<file path="src/ecf_map.vh">
/*
 * Register offsets, bit positions and reset values for the exposure,
 * edge enhance and colour gain control words.
 * Assumes a word-addressed register port with 12-bit byte offsets.
 */
`ifndef ECF_MAP_VH
`define ECF_MAP_VH

// Register byte offsets
`define ECF_OFS_EXPO 12'h804
`define ECF_OFS_EDGE 12'h808
`define ECF_OFS_GAIN 12'h80c
`define ECF_OFS_SENS 12'h840

// Bit 0 of a word is its most significant bit, so field
// bit n sits at Verilog index 31-n
`define ECF_B_PRESENT 31
`define ECF_B_ABS 30
`define ECF_B_ONESHOT 26
`define ECF_B_ENABLE 25
`define ECF_B_AUTO 24
`define ECF_VAL_HI 11
`define ECF_VAL_LO 0
`define ECF_BLUE_HI 23
`define ECF_BLUE_LO 12

// Exposure figures on a 10-bit scale, and the 12-bit mid gain code
`define ECF_FULL_SCALE 12'h3ff
`define ECF_NORMAL_LEVEL 12'h0b8
`define ECF_MID_GAIN 12'h800

// Default colour gains
`define ECF_RED_COLOR 12'h032
`define ECF_GREEN_COLOR 12'h016
`define ECF_BLUE_COLOR 12'h032
`define ECF_GAIN_MONO 12'h020

// Control limits
`define ECF_SETTING_MAX 12'hfff
`define ECF_ONESHOT_CYC 16'h0400

`endif
</file>
<file path="src/ecf_csr.v">
/*
 * Exposure, edge enhance and colour gain control registers with a simple
 * exposure controller and colour gain selection.
 * The exposure controller nudges integration or gain by one step per
 * frame; it does not model how far a step moves the image level.
 * Assumes a register port with one-cycle strobes and read data one cycle
 * later; integration and gain mode bits come from elsewhere as levels,
 * and one frame pulse per image arrives on pixel_frame.
 */
// Strobed register access is this design's own decision.
`timescale 1ns/1ps
`include "ecf_map.vh"

module ecf_csr #(
   parameter COLOR = 1,
   parameter [15:0] ONESHOT_CYC = `ECF_ONESHOT_CYC
) (
   input wire clk,
   input wire rst,
   input wire [11:0] addr,
   input wire [31:0] wdata,
   input wire wr,
   input wire rd,
   input wire integ_auto,
   input wire gain_auto,
   input wire [11:0] integ_setting,
   input wire [11:0] gain_setting,
   input wire [11:0] avg_intensity,
   input wire [11:0] abs_exposure,
   input wire [11:0] abs_red,
   input wire [11:0] abs_blue,
   input wire pixel_frame,
   output reg [31:0] rdata,
   output reg expo_active,
   output reg integ_up,
   output reg integ_down,
   output reg gain_up,
   output reg gain_down,
   output reg [11:0] red_gain,
   output reg [11:0] blue_gain,
   output reg [11:0] green_gain
);

   // Exposure control word state
   reg ex_abs;
   reg ex_one;
   reg ex_en;
   reg ex_auto;
   reg [11:0] ex_val;
   // Colour gain control word state
   reg wb_abs;
   reg wb_one;
   reg wb_en;
   reg wb_auto;
   reg [11:0] wb_red;
   reg [11:0] wb_blue;
   reg [15:0] wb_cnt;
   // Exposure target level, and the level reported in the value field
   reg [11:0] target;
   reg [11:0] ex_used;
   // Step decisions for the coming frame, registered before they leave
   reg next_integ_up;
   reg next_integ_down;
   reg next_gain_up;
   reg next_gain_down;
   reg [31:0] next_rdata;

   // Power-up gains follow the sensor type; held as constants so the
   // asynchronous reset branch loads nothing but fixed values
   localparam [11:0] RST_RED = COLOR ? `ECF_RED_COLOR : `ECF_GAIN_MONO;
   localparam [11:0] RST_BLUE = COLOR ? `ECF_BLUE_COLOR : `ECF_GAIN_MONO;

   wire [15:0] oneshot_len = ONESHOT_CYC;
   wire wr_ex = wr && hit(addr, `ECF_OFS_EXPO);
   wire wr_wb = wr && hit(addr, `ECF_OFS_GAIN);
   wire ex_run = ex_en && (integ_auto || gain_auto);
   wire ex_all_auto = ex_auto && integ_auto && gain_auto;
   wire wb_run = wb_en && (wb_auto || wb_one);
   wire [11:0] def_red = COLOR ? `ECF_RED_COLOR : `ECF_GAIN_MONO;
   wire [11:0] def_blue = COLOR ? `ECF_BLUE_COLOR : `ECF_GAIN_MONO;
   wire [11:0] def_green = COLOR ? `ECF_GREEN_COLOR : `ECF_GAIN_MONO;

   // Pack the common feature layout; bit 0 is the MSB
   function [31:0] pack;
      input present;
      input abs_sel;
      input one;
      input en;
      input auto_sel;
      input [11:0] mid;
      input [11:0] val;
      begin
         pack = 32'h0000_0000;
         pack[`ECF_B_PRESENT] = present;
         pack[`ECF_B_ABS] = abs_sel;
         pack[`ECF_B_ONESHOT] = one;
         pack[`ECF_B_ENABLE] = en;
         pack[`ECF_B_AUTO] = auto_sel;
         pack[`ECF_BLUE_HI:`ECF_BLUE_LO] = mid;
         pack[`ECF_VAL_HI:`ECF_VAL_LO] = val;
      end
   endfunction

   // Address match, shared by the write strobes and the read mux
   function hit;
      input [11:0] a;
      input [11:0] ofs;
      begin
         hit = (a == ofs);
      end
   endfunction

   // One gain code toward the mid code per frame; small steps keep the
   // balance from hunting when the scene is already close
   function [11:0] toward_mid;
      input [11:0] g;
      begin
         if (g < `ECF_MID_GAIN)
            toward_mid = g + 12'h001;
         else if (g > `ECF_MID_GAIN)
            toward_mid = g - 12'h001;
         else
            toward_mid = g;
      end
   endfunction

   // Absolute steps against the normal level: each step doubles or
   // halves it; beyond two steps up the 10-bit scale is already full
   function [11:0] abs_target;
      input [11:0] steps;
      begin
         if (steps[11])
            abs_target = `ECF_NORMAL_LEVEL >> (~steps[3:0] + 4'h1);
         else if (steps[3:0] > 4'h2)
            abs_target = `ECF_FULL_SCALE;
         else
            abs_target = `ECF_NORMAL_LEVEL << steps[3:0];
      end
   endfunction

   // Target from absolute steps, the normal level in full auto, or the written field; each step
   // doubles or halves the level, so the normal level is shifted by the step count, up to full scale
   always @* begin
      if (ex_abs) begin
         target = abs_target(abs_exposure);
      end else if (ex_all_auto) begin
         target = `ECF_NORMAL_LEVEL;
      end else begin
         target = ex_val;
      end
   end

   // Value field shows the level actually in use
   always @* begin
      if (ex_all_auto)
         ex_used = avg_intensity;
      else
         ex_used = target;
   end

   // Exposure control word writes
   always @(posedge clk or posedge rst) begin
      if (rst) begin
         ex_abs <= 1'b0;
         ex_one <= 1'b0;
         ex_en <= 1'b1;
         ex_auto <= 1'b0;
         ex_val <= `ECF_NORMAL_LEVEL;
      end else begin
         if (wr_ex) begin
            ex_en <= wdata[`ECF_B_ENABLE];
         end
         // Other fields only change while the feature is on
         if (wr_ex && ex_en) begin
            ex_abs <= wdata[`ECF_B_ABS];
            ex_auto <= wdata[`ECF_B_AUTO];
            if (!wdata[`ECF_B_AUTO] && !ex_auto)
               ex_one <= wdata[`ECF_B_ONESHOT];
            if (!ex_auto && !ex_abs && !ex_one)
               ex_val <= wdata[`ECF_VAL_HI:`ECF_VAL_LO];
         end else if (ex_one && pixel_frame) begin
            // Settle for one frame, then back to manual with level kept
            ex_val <= avg_intensity;
            ex_one <= 1'b0;
         end
      end
   end

   // Exposure stepping: integration first, gain once it is maxed or not in auto.
   // Long integration with low gain gives the cleaner image, so on the
   // way down gain is cut before integration is shortened.
   always @* begin
      next_integ_up = 1'b0;
      next_integ_down = 1'b0;
      next_gain_up = 1'b0;
      next_gain_down = 1'b0;
      if (ex_run && pixel_frame) begin
         if (avg_intensity < target) begin
            if (integ_auto && integ_setting != `ECF_SETTING_MAX)
               next_integ_up = 1'b1;
            else if (gain_auto)
               next_gain_up = 1'b1;
         end else if (avg_intensity > target) begin
            if (gain_auto && gain_setting != 12'h000)
               next_gain_down = 1'b1;
            else if (integ_auto)
               next_integ_down = 1'b1;
         end
      end
   end

   // Step pulses leave straight from flip-flops, one per frame at most
   always @(posedge clk or posedge rst) begin
      if (rst) begin
         expo_active <= 1'b0;
         integ_up <= 1'b0;
         integ_down <= 1'b0;
         gain_up <= 1'b0;
         gain_down <= 1'b0;
      end else begin
         expo_active <= ex_run;
         integ_up <= next_integ_up;
         integ_down <= next_integ_down;
         gain_up <= next_gain_up;
         gain_down <= next_gain_down;
      end
   end

   // Colour gain control word and one-shot timer
   always @(posedge clk or posedge rst) begin
      if (rst) begin
         wb_abs <= 1'b0;
         wb_one <= 1'b0;
         wb_en <= 1'b0;
         wb_auto <= 1'b0;
         wb_red <= RST_RED;
         wb_blue <= RST_BLUE;
         wb_cnt <= 16'h0000;
      end else begin
         if (wr_wb)
            wb_en <= wdata[`ECF_B_ENABLE];
         if (wr_wb && wb_en) begin
            wb_abs <= wdata[`ECF_B_ABS];
            wb_auto <= wdata[`ECF_B_AUTO];
            if (!wdata[`ECF_B_AUTO] && !wb_auto && wdata[`ECF_B_ONESHOT]) begin
               wb_one <= 1'b1;
               wb_cnt <= oneshot_len;
            end
            if (!wb_auto && !wb_one) begin
               wb_red <= wdata[`ECF_VAL_HI:`ECF_VAL_LO];
               wb_blue <= wdata[`ECF_BLUE_HI:`ECF_BLUE_LO];
            end
         end else begin
            if (wb_one) begin
               if (wb_cnt == 16'h0001)
                  wb_one <= 1'b0;
               wb_cnt <= wb_cnt - 16'h0001;
            end
            // Nudge red and blue toward mid while balancing; a one-shot
            // does the same work, only bounded by its timer
            if (wb_run && !wb_abs && pixel_frame) begin
               wb_red <= toward_mid(wb_red);
               wb_blue <= toward_mid(wb_blue);
            end
         end
      end
   end

   // Per-pixel gains; mid code means no relative change
   always @(posedge clk or posedge rst) begin
      if (rst) begin
         red_gain <= `ECF_MID_GAIN;
         blue_gain <= `ECF_MID_GAIN;
         green_gain <= `ECF_MID_GAIN;
      end else begin
         green_gain <= def_green;
         if (!wb_en) begin
            red_gain <= def_green;
            blue_gain <= def_green;
         end else if (wb_abs) begin
            red_gain <= abs_red;
            blue_gain <= abs_blue;
         end else begin
            red_gain <= wb_red;
            blue_gain <= wb_blue;
         end
      end
   end

   // Read mux; unmapped reads give zero, and so does any cycle without a
   // read strobe, so a stale word never lingers on the port
   always @* begin
      if (!rd) begin
         next_rdata = 32'h0000_0000;
      end else if (hit(addr, `ECF_OFS_EXPO)) begin
         next_rdata = pack(1'b1, ex_abs, ex_one, ex_en, ex_auto, 12'h000,
                           ex_used);
      end else if (hit(addr, `ECF_OFS_EDGE)) begin
         next_rdata = 32'h0000_0000;
      end else if (hit(addr, `ECF_OFS_GAIN)) begin
         next_rdata = pack(1'b1, wb_abs, wb_one, wb_en, wb_auto, wb_blue,
                           wb_red);
      end else if (hit(addr, `ECF_OFS_SENS)) begin
         next_rdata = {8'h00, def_red, def_blue}; // Colour defaults
      end else begin
         next_rdata = 32'h0000_0000;
      end
   end

   // Read data one cycle after the strobe, straight from a register
   always @(posedge clk or posedge rst) begin
      if (rst)
         rdata <= 32'h0000_0000;
      else
         rdata <= next_rdata;
   end

endmodule

</file>
<file path="config.mk">
export PLATFORM = sky130hd
export DESIGN_NAME = ecf_csr
export DESIGN_NICKNAME = d
export VERILOG_FILES = /design/src/ecf_csr.v
export VERILOG_INCLUDE_DIRS = /design/src /design/src/src
export SDC_FILE = /design/constraint.sdc
export NUM_CORES = 1
export LEC_CHECK = 0
export BUFFER_PORTS_ARGS = -buffer_cell sky130_fd_sc_hd__buf_2
export CORE_MARGIN = 5
export CORE_UTILIZATION = 45
export DETAILED_ROUTE_END_ITERATION = 10
export PLACE_DENSITY_LB_ADDON = 0.05
export SETUP_SLACK_MARGIN = 0.2
export SYNTH_ARGS = -nofsm -noshare
export SYNTH_HDL_FRONTEND = slang
export SYNTH_SLANG_ARGS = --single-unit
</file>
<file path="constraint.sdc">
create_clock -name clk -period 3.8 [get_ports clk]
set_input_delay 0.76 -clock clk [delete_from_list [all_inputs] [get_ports clk]]
set_output_delay 0.76 -clock clk [all_outputs]
set_load 0.01 [all_outputs]
</file>
Word-level counts from Yosys, hierarchy flattened
Cells that the tools add are included.
{ "classes": {"add_sub_neg": 6, "magnitude_cmp": 7, "eq_ne": 10, "n_shift": 2, "n_mux": 53, "bitwise": 1, "reduce_logical": 40} }
{ "op_table": {"columns": ["cell", "count"], "rows": [
  ["two-way mux 12 bit", 22],
  ["two-way mux 32 bit", 4],
  ["equality test 12 bit, second input constant", 4],
  ["two-way mux 16 bit", 3],
  ["adder 12 x 1 -> 12 bit, second input constant", 2],
  ["greater-than comparator 12 bit, second input constant", 2],
  ["< comparator 12 bit, second input constant", 2],
  ["subtractor 12 x 1 -> 12 bit, second input constant", 2],
  ["two-way mux 1 bit", 23],
  ["logical AND 1 bit", 20],
  ["two-way mux 18 bit", 1],
  ["equality test 16 x 1 -> 1 bit, second input constant", 1],
  ["subtractor 16 x 1 -> 16 bit, second input constant", 1],
  ["greater-than comparator 12 bit", 1],
  ["< comparator 12 bit", 1],
  ["!= test 12 bit, second input constant", 1],
  ["nonzero test 12 bit", 1],
  ["left shift 8 x 4 -> 12 bit, first input constant", 1],
  ["right shift 8 x 4 -> 12 bit, first input constant", 1],
  ["!= test 2 x 1 -> 1 bit, second input constant", 4],
  ["zero test 1 bit", 7],
  ["AND reduction 2 bit", 3],
  ["AND reduction 3 bit", 2],
  ["nonzero test 2 bit", 3],
  ["5 further kinds", 7]
]} }
{ "word_totals": {"reg_bits": 125, "in_bits": 123, "output_inout_bits": 73, "word_cells": 140} }

Longest topological paths before layout
Gate-level depths: netlist of the first run.
{ "logic_depth": {"word_depth": 9, "ltp_mapped": 14, "mapped_depth_nobuf": 13} }

Least setup slack after synthesis of the first run
Ideal clock, no wire load.
{ "synth_path": {"path_type": "input port to flip-flop", "from": "in abs_exposure[2]", "to": "reg gain_up", "setup_time_ns": 0.086, "t_arrival_ns": 3.087, "required_ns": 3.714, "slack_ns": 0.627, "cell_stages": 13, "path_cell_list": "clkbuf_1 > inv_1 > ha_1 > maj3_1 > a21boi_0 > o22ai_1 > nand2_1 > ha_1 > a21oi_1 > o22ai_1 > o21ai_0 > o211ai_1 > nor3_1"} }
{ "synth_via": {"elab_chain_cells": 8, "elab_cells_between_ends": 11, "classes_between": "add/sub: 1; order compare: 2; shift: 2; mux: 5; bitwise: 1"} }
{ "synth_rtl": {"columns": ["item", "line", "rtl"], "rows": [
  ["from (decl)", "ecf_csr.v:29", "input wire [11:0] abs_exposure,"],
  ["inverter 4 bit", "ecf_csr.v:133", "abs_target = `ECF_NORMAL_LEVEL >> (~steps[3:0] + 4'h1);"],
  ["adder 4 x 1 -> 4 bit", "ecf_csr.v:133", null],
  ["right shift 8 x 4 -> 12 bit (no source line)", null, null],
  ["two-way mux 12 bit (*)", "ecf_csr.v:132", "if (steps[11])"],
  ["two-way mux 12 bit (*)", "ecf_csr.v:144", "if (ex_abs) begin"],
  ["< comparator 12 bit (*)", "ecf_csr.v:198", "if (avg_intensity < target) begin"],
  ["two-way mux 1 bit (*)", "ecf_csr.v:198", null],
  ["two-way mux 1 bit (*)", "ecf_csr.v:197", "if (ex_run && pixel_frame) begin"],
  ["named net next_gain_up", "ecf_csr.v:64", "reg next_gain_up;"],
  ["to (signal assigned)", "ecf_csr.v:224", "gain_up <= next_gain_up;"],
  ["to (decl)", "ecf_csr.v:37", "output reg gain_up,"]
]} }
Mark *: on every way through the listed nets, which the timed path passes. The rest lies on a longest branch.
A chain may end at the register's enable or synchronous reset.

Worst setup path after layout of the first run
{ "layout_path": {"from": "in abs_exposure[1]", "to": "reg gain_up"} }
Same word-level chain as after synthesis.

==> run_results.csv, run 1 <==
group,metric,value,unit
final_layout,drive_above_1_share,26.7,%
floorplanning,fp.dieH,136,um
worst_hold_path,hold_class,"in2async",
routing,met2_length,9650,um
logic_synthesis,synth-edff-count,0,
critical_path,worst-setup-path-type,"in2reg",
timing,min_period_over_period,80.3,%
routing,ant_nets,0,
critical_path,path_max_fanout,11,
placed_design,dp_cells,1144,
timing,fmax,328,MHz
critical_path,crit_arrival,3380,ps
timing,fin_tns_setup,0,ps
final_layout,final_cells,1176,
logic_synthesis,netlist_instances,779,
final_layout,fillers,1494,
routing,via_per_inst,5.45,
clocking,clkTransAtPathRegs,60,ps
routing,routed_wl,21100,um
global_route,grt_usage,23.1,%
clocking,cts_buffer_depth,2,
routing,highest_layer,"met4",
global_route,antenna_found_initial,0,
floorplanning,io_pins,196,
critical_path,rr_startpoint,"wb_en",
logic_synthesis,synth.area.top_cells,"dfrtp_1, ha_1, dfstp_2, mux2i_1, nor2_1",
floorplanning,dieWidth,136,um
floorplanning,core_area,15800,um^2
timing,rsz0062_at_grt,"no",
timing,setup_slack,750,ps
placed_design,place_area,8220,um^2
global_route,grt_pass1_wl,33200,um
power,p_per_area,353,nW/um^2
clocking,post_cts_resized,0,
critical_path,end_kind,"flop",
power,peakVddDrop,0.000312,V
final_layout,n_antenna_cell,0,
routing,wl_met3,1370,um
power,leakage,0.00441,uW
critical_path,cp-start-kind,"input pin",
global_route,grt.overflow.total,0,
clocking,cts_tree,"done",
critical_path,crit_required,4130,ps
floorplanning,start_util,45.6,%
clocking,cts-root-buf,"clkbuf_16",
timing,finClkSkew,7.14,ps
clocking,htree_num_levels,4,
placed_design,hpwl,16300,um
logic_synthesis,yosys.area.top_type,"dfrtp_1",
timing,hold_violations,0,
critical_path,reg2reg_slack,1050,ps
flow_run,max_cap_violations,0,
timing,worst_pin_slew,851,ps
final_layout,area_growth,22.9,%
timing,final.min_clock_period,3050,ps
final_layout,final_nets,1110,
placed_design,pre_cts_ws,312,ps
logic_synthesis,ys_seq_elements,120,
clocking,cts_setup_buffers,0,
logic_synthesis,synth_cell_type_count,72,
logic_synthesis,synthFlopType,"dfrtp_1",
status,status,"finished clean",
timing,setup_violations,0,
routing,wl_met1,9690,um
clocking,clk_latency,420,ps
routing,drtIter0Drc,404,
timing,final_max_slew_viol_count,0,
global_route,grt_max_degree,60,
logic_synthesis,ys_async_sr_fraction,100,%
logic_synthesis,syn_avg_cell_area,9.23,um^2
logic_synthesis,synth_top_area_share,36.9,%
timing,slew_headroom,43.3,%
logic_synthesis,yosysWarnings,0,
critical_path,rr_worst_depth,6,
routing,vias,6408,
clocking,cts_buffers,17,
clocking,clkSinkCount,120,
floorplanning,rows,46,
final_layout,final_area,8830,um^2
logic_synthesis,syn-cell-area,7190,um^2
placed_design,gp_congestion,0.880,
clocking,cts_hold_buf,0,
power,p_total,3120,uW
logic_synthesis,ys_seq_area_share,42.0,%
global_route,grt_pass1_vias,6355,
floorplanning,dieArea,18600,um^2
critical_path,r2r_end,"wb_blue[10]",
placed_design,portBuffers,173,
routing,drcViolationCount,0,
routing,dr.pass1.iters,5,
routing,wl_per_cell,17.9,um
cells in the final DEF (no fill, tap or decap), types with 20 or more instances in the layout:
cell / synthesis / routed
buf_2: 9 / 173
o22ai_1: 20 / 20
inv_1: 33 / 32
dfrtp_1: 106 / 106
nand2_1: 74 / 74
o21ai_0: 35 / 35
a21oi_1: 42 / 42
ha_1: 38 / 38
nor2b_1: 24 / 24
nand3_1: 22 / 22
nor3_1: 21 / 21
nor2_1: 76 / 76
mux2i_1: 33 / 33
sequential cells by signal (all words and copies together) (netlist names), 2 cells and up:
name and cells:
rdata 29, wb_blue 12, red_gain 12, wb_cnt 16, blue_gain 12, ex_val 12, wb_red 12, green_gain 2
power breakdown:
| part | switching, uW | leakage (uW) | total (uW) | internal, uW |
|---|---|---|---|---|
| Clock | 565 | 0.000298 | 1670 | 1110 |
| Sequential | 0.956 | 0.00152 | 1280 | 1280 |
| Combinational | 96.5 | 0.00260 | 160 | 63.8 |
critical path, stage by stage:
cell and delay (ps):
buf_2 150, nor2_1 170, inv_1 70, ha_1 330
maj3_1 360, a21boi_0 180, o22ai_1 110, nand2_1 110
ha_1 250, a21oi_1 150, o22ai_1 80, o21ai_0 220
o211ai_1 200, nor3_1 230
synth_stat cells, drive strengths merged, types with 22 or more instances:
cell	number
mux2i	34
buf	26
ha	38
nor3	22
a21oi	52
nor2b	24
nor2	76
inv	33
dfrtp	106
clkbuf	23
nand3	22
nand2	75
o21ai	35
worst max-delay path by stage:
stage,start,to,slack [ps],depth (start not counted)
finish,abs_exposure[1],gain_up,750,14
global route,abs_exposure[0],gain_down,390,13
CTS,abs_exposure[1],gain_up,730,14
detailed placement,abs_exposure[1],integ_up,310,14
global placement,abs_exposure[1],gain_up,420,14
floorplan,abs_exposure[2],gain_up,630,13
cells by family (layout without fill, tap and decap cells):
kind of cell | count (synthesis) | in the layout | synth area share (%)
other | 2 | 13 | 0.104
adders and majority gates | 41 | 41 | 7.31
muxes | 40 | 40 | 5.90
and+or+nand+nor | 289 | 289 | 20.1
buffers and inverters | 82 | 252 | 5.38
xor gates and xnor gates | 20 | 20 | 2.44
AOI/OAI and AO/OA | 185 | 185 | 16.7
DFF | 120 | 120 | 42.0
cell type report:
class / count / area (um^2) / share of cell area [%]
inverters: 33 / 128 / 1.45
well taps: 216 / 270 / 3.06
clock buffers: 22 / 454 / 5.14
clock inverters: 10 / 153 / 1.73
repair buffers: 187 / 983 / 11.1
multi-input cells: 588 / 3820 / 43.3
flip-flops and latches: 120 / 3020 / 34.2
layer usage:
metal,vias up,GRT usage [%]
met5,-,0
met4,0,6.89
met3,30,5.37
met2,238,36.7
met1,3042,31.5
li1,3098,-
through the flow:
step,hold slack [ps],utilization (%)
global route,402,56.0
finish,370,56.0
floorplan,441,-
detailed placement,459,52.2
CTS,375,56.0
global placement,457,52.2
Note: power is estimated with default switching activity, not from simulation.
==> run 2: changes to the inputs <==
clock period = 3.1 ns   (was 3.8 ns; I/O delays follow)
==> run_results.csv, run 2 (synthesis results as in run 1) <==
group,metric,value,unit
status,status,"finished clean",
worst_hold_path,hold_class,"in2async",
timing,finClkSkew,7.07,ps
critical_path,path_max_fanout,10,
clocking,cts_hold_buf,0,
clocking,cts_tree,"done",
final_layout,final_common_cell,"buf_2",
placed_design,gp_congestion,0.908,
timing,holdWs,296,ps
clocking,cts_buffers,17,
critical_path,crit_required,3430,ps
final_layout,largest_reg_flops,29,
floorplanning,start_util,45.6,%
routing,wl_per_cell,18.1,um
global_route,grt.overflow.total,0,
clocking,clkTransAtPathRegs,60,ps
final_layout,n_antenna_cell,0,
critical_path,crit_arrival,3040,ps
clocking,cts-root-buf,"clkbuf_16",
routing,vias,6566,
final_layout,layout_common_cells,"buf_2, dfrtp_1, nor2_1",
floorplanning,core_area,15800,um^2
placed_design,portBuffers,173,
power,leakage,0.00447,uW
clocking,htree_num_levels,4,
floorplanning,fp.dieH,136,um
placed_design,dp_cells,1156,
routing,via_per_inst,5.52,
global_route,grt_pass1_wl,34000,um
final_layout,final_nets,1123,
final_layout,drive_above_1_share,28.1,%
power,p_total,3720,uW
flow_run,max_cap_violations,0,
floorplanning,dieArea,18600,um^2
floorplanning,rows,46,
floorplanning,io_pins,196,
final_layout,largestRegisters,"rdata: 29 flops, wb_cnt: 16 flops",
routing,ant_nets,0,
timing,setup_violations,0,
critical_path,reg2reg_slack,550,ps
critical_path,end_kind,"flop",
clocking,clk_latency,420,ps
critical_path,cp-start-kind,"input pin",
critical_path,worst-setup-path-type,"in2reg",
timing,final_max_slew_viol_count,0,
final_layout,area_growth,24.2,%
clocking,cts_buffer_depth,2,
routing,routed_wl,21500,um
timing,hold_violations,0,
timing,fmax,370,MHz
timing,slew_headroom,52.1,%
global_route,grt_max_degree,66,
placed_design,pre_cts_ws,-32.6,ps
global_route,grt_pass1_vias,6528,
final_layout,fillers,1494,
timing,min_period_over_period,87.3,%
routing,drtIter0Drc,520,
routing,drcViolationCount,0,
final_layout,max_flop_register,"rdata",
floorplanning,dieWidth,136,um
routing,dr.pass1.iters,7,
timing,rsz0062_at_grt,"no",
placed_design,hpwl,16500,um
clocking,clkSinkCount,120,
timing,worst_pin_slew,716,ps
power,p_per_area,417,nW/um^2
global_route,antenna_found_initial,0,
timing,final.min_clock_period,2710,ps
global_route,grt_usage,23.4,%
timing,setup_slack,394,ps
final_layout,final_cells,1189,
power,peakVddDrop,0.000382,V
==> run 2: per-stage QoR <==
step | TNS (ps) | area [um^2] | util (%)
2_1_floorplan | 0 | 7250 | -
3_3_place_gp | 0 | 8330 | 52.8
3_5_place_dp | -72.2 | 8330 | 52.8
4_1_cts | 0 | 8910 | 56.5
5_1_grt | 0 | 8930 | 56.6
6_report | 0 | 8930 | 56.6
==> run 2: metal layers <==
metal / up-vias / GRT usage (%) / share of wire (%) / wire length (um)
li1: 3128 / - / - / -
met1: 3143 / 31.3 / 44 / 9380
met2: 263 / 38.2 / 48 / 10300
met3: 32 / 5.37 / 7.2 / 1540
met4: 0 / 6.38 / 1.4 / 306
met5: - / 0 / 0 / 0
==> run 2: critical path, cell delays in order <==
cell      delay, ps
buf_2           170
inv_1           130
ha_4            280
maj3_1          340
a21boi_0        190
o22ai_1         120
nand2_1         110
ha_1            250
a21oi_1         190
o22ai_1         110
o21ai_1         170
o211ai_1        160
nor3_1          210
==> run 2: power breakdown <==
part	total [uW]	internal [uW]	switching, uW
clock network	1940	1240	698
registers	1570	1570	0.822
logic	210	84.2	126
total	3720	2900	825
==> run 2: final timing paths <==
kind,from,end,depth (start not counted)
setup / recovery,abs_exposure[2],gain_up,13
hold / removal,rst,red_gain[1],2
setup reg to reg,ex_abs,gain_up,9
hold reg to reg,ex_val[7],ex_val[7],2
max in group asynchronous,rst,wb_blue[5],3
min in group clk,wdata[17],wb_blue[5],3
==> run 2: what timing repair did <==
action / 4_1_cts / 5_1_grt
setup buffers: 0 / 1
gates resized for setup: 0 / 2
setup endpoints to repair: 0 / 1
==> run 2: layout make-up <==
class / count / area [um^2] / share of cell area (%)
clock buffer: 24 / 482 / 5.40
tap: 216 / 270 / 3.03
timing repair buffer: 200 / 1080 / 12.1
clock inverter: 8 / 96.3 / 1.08
sequential: 120 / 3020 / 33.8
inverter: 33 / 128 / 1.43
multi-input combinational: 588 / 3850 / 43.1
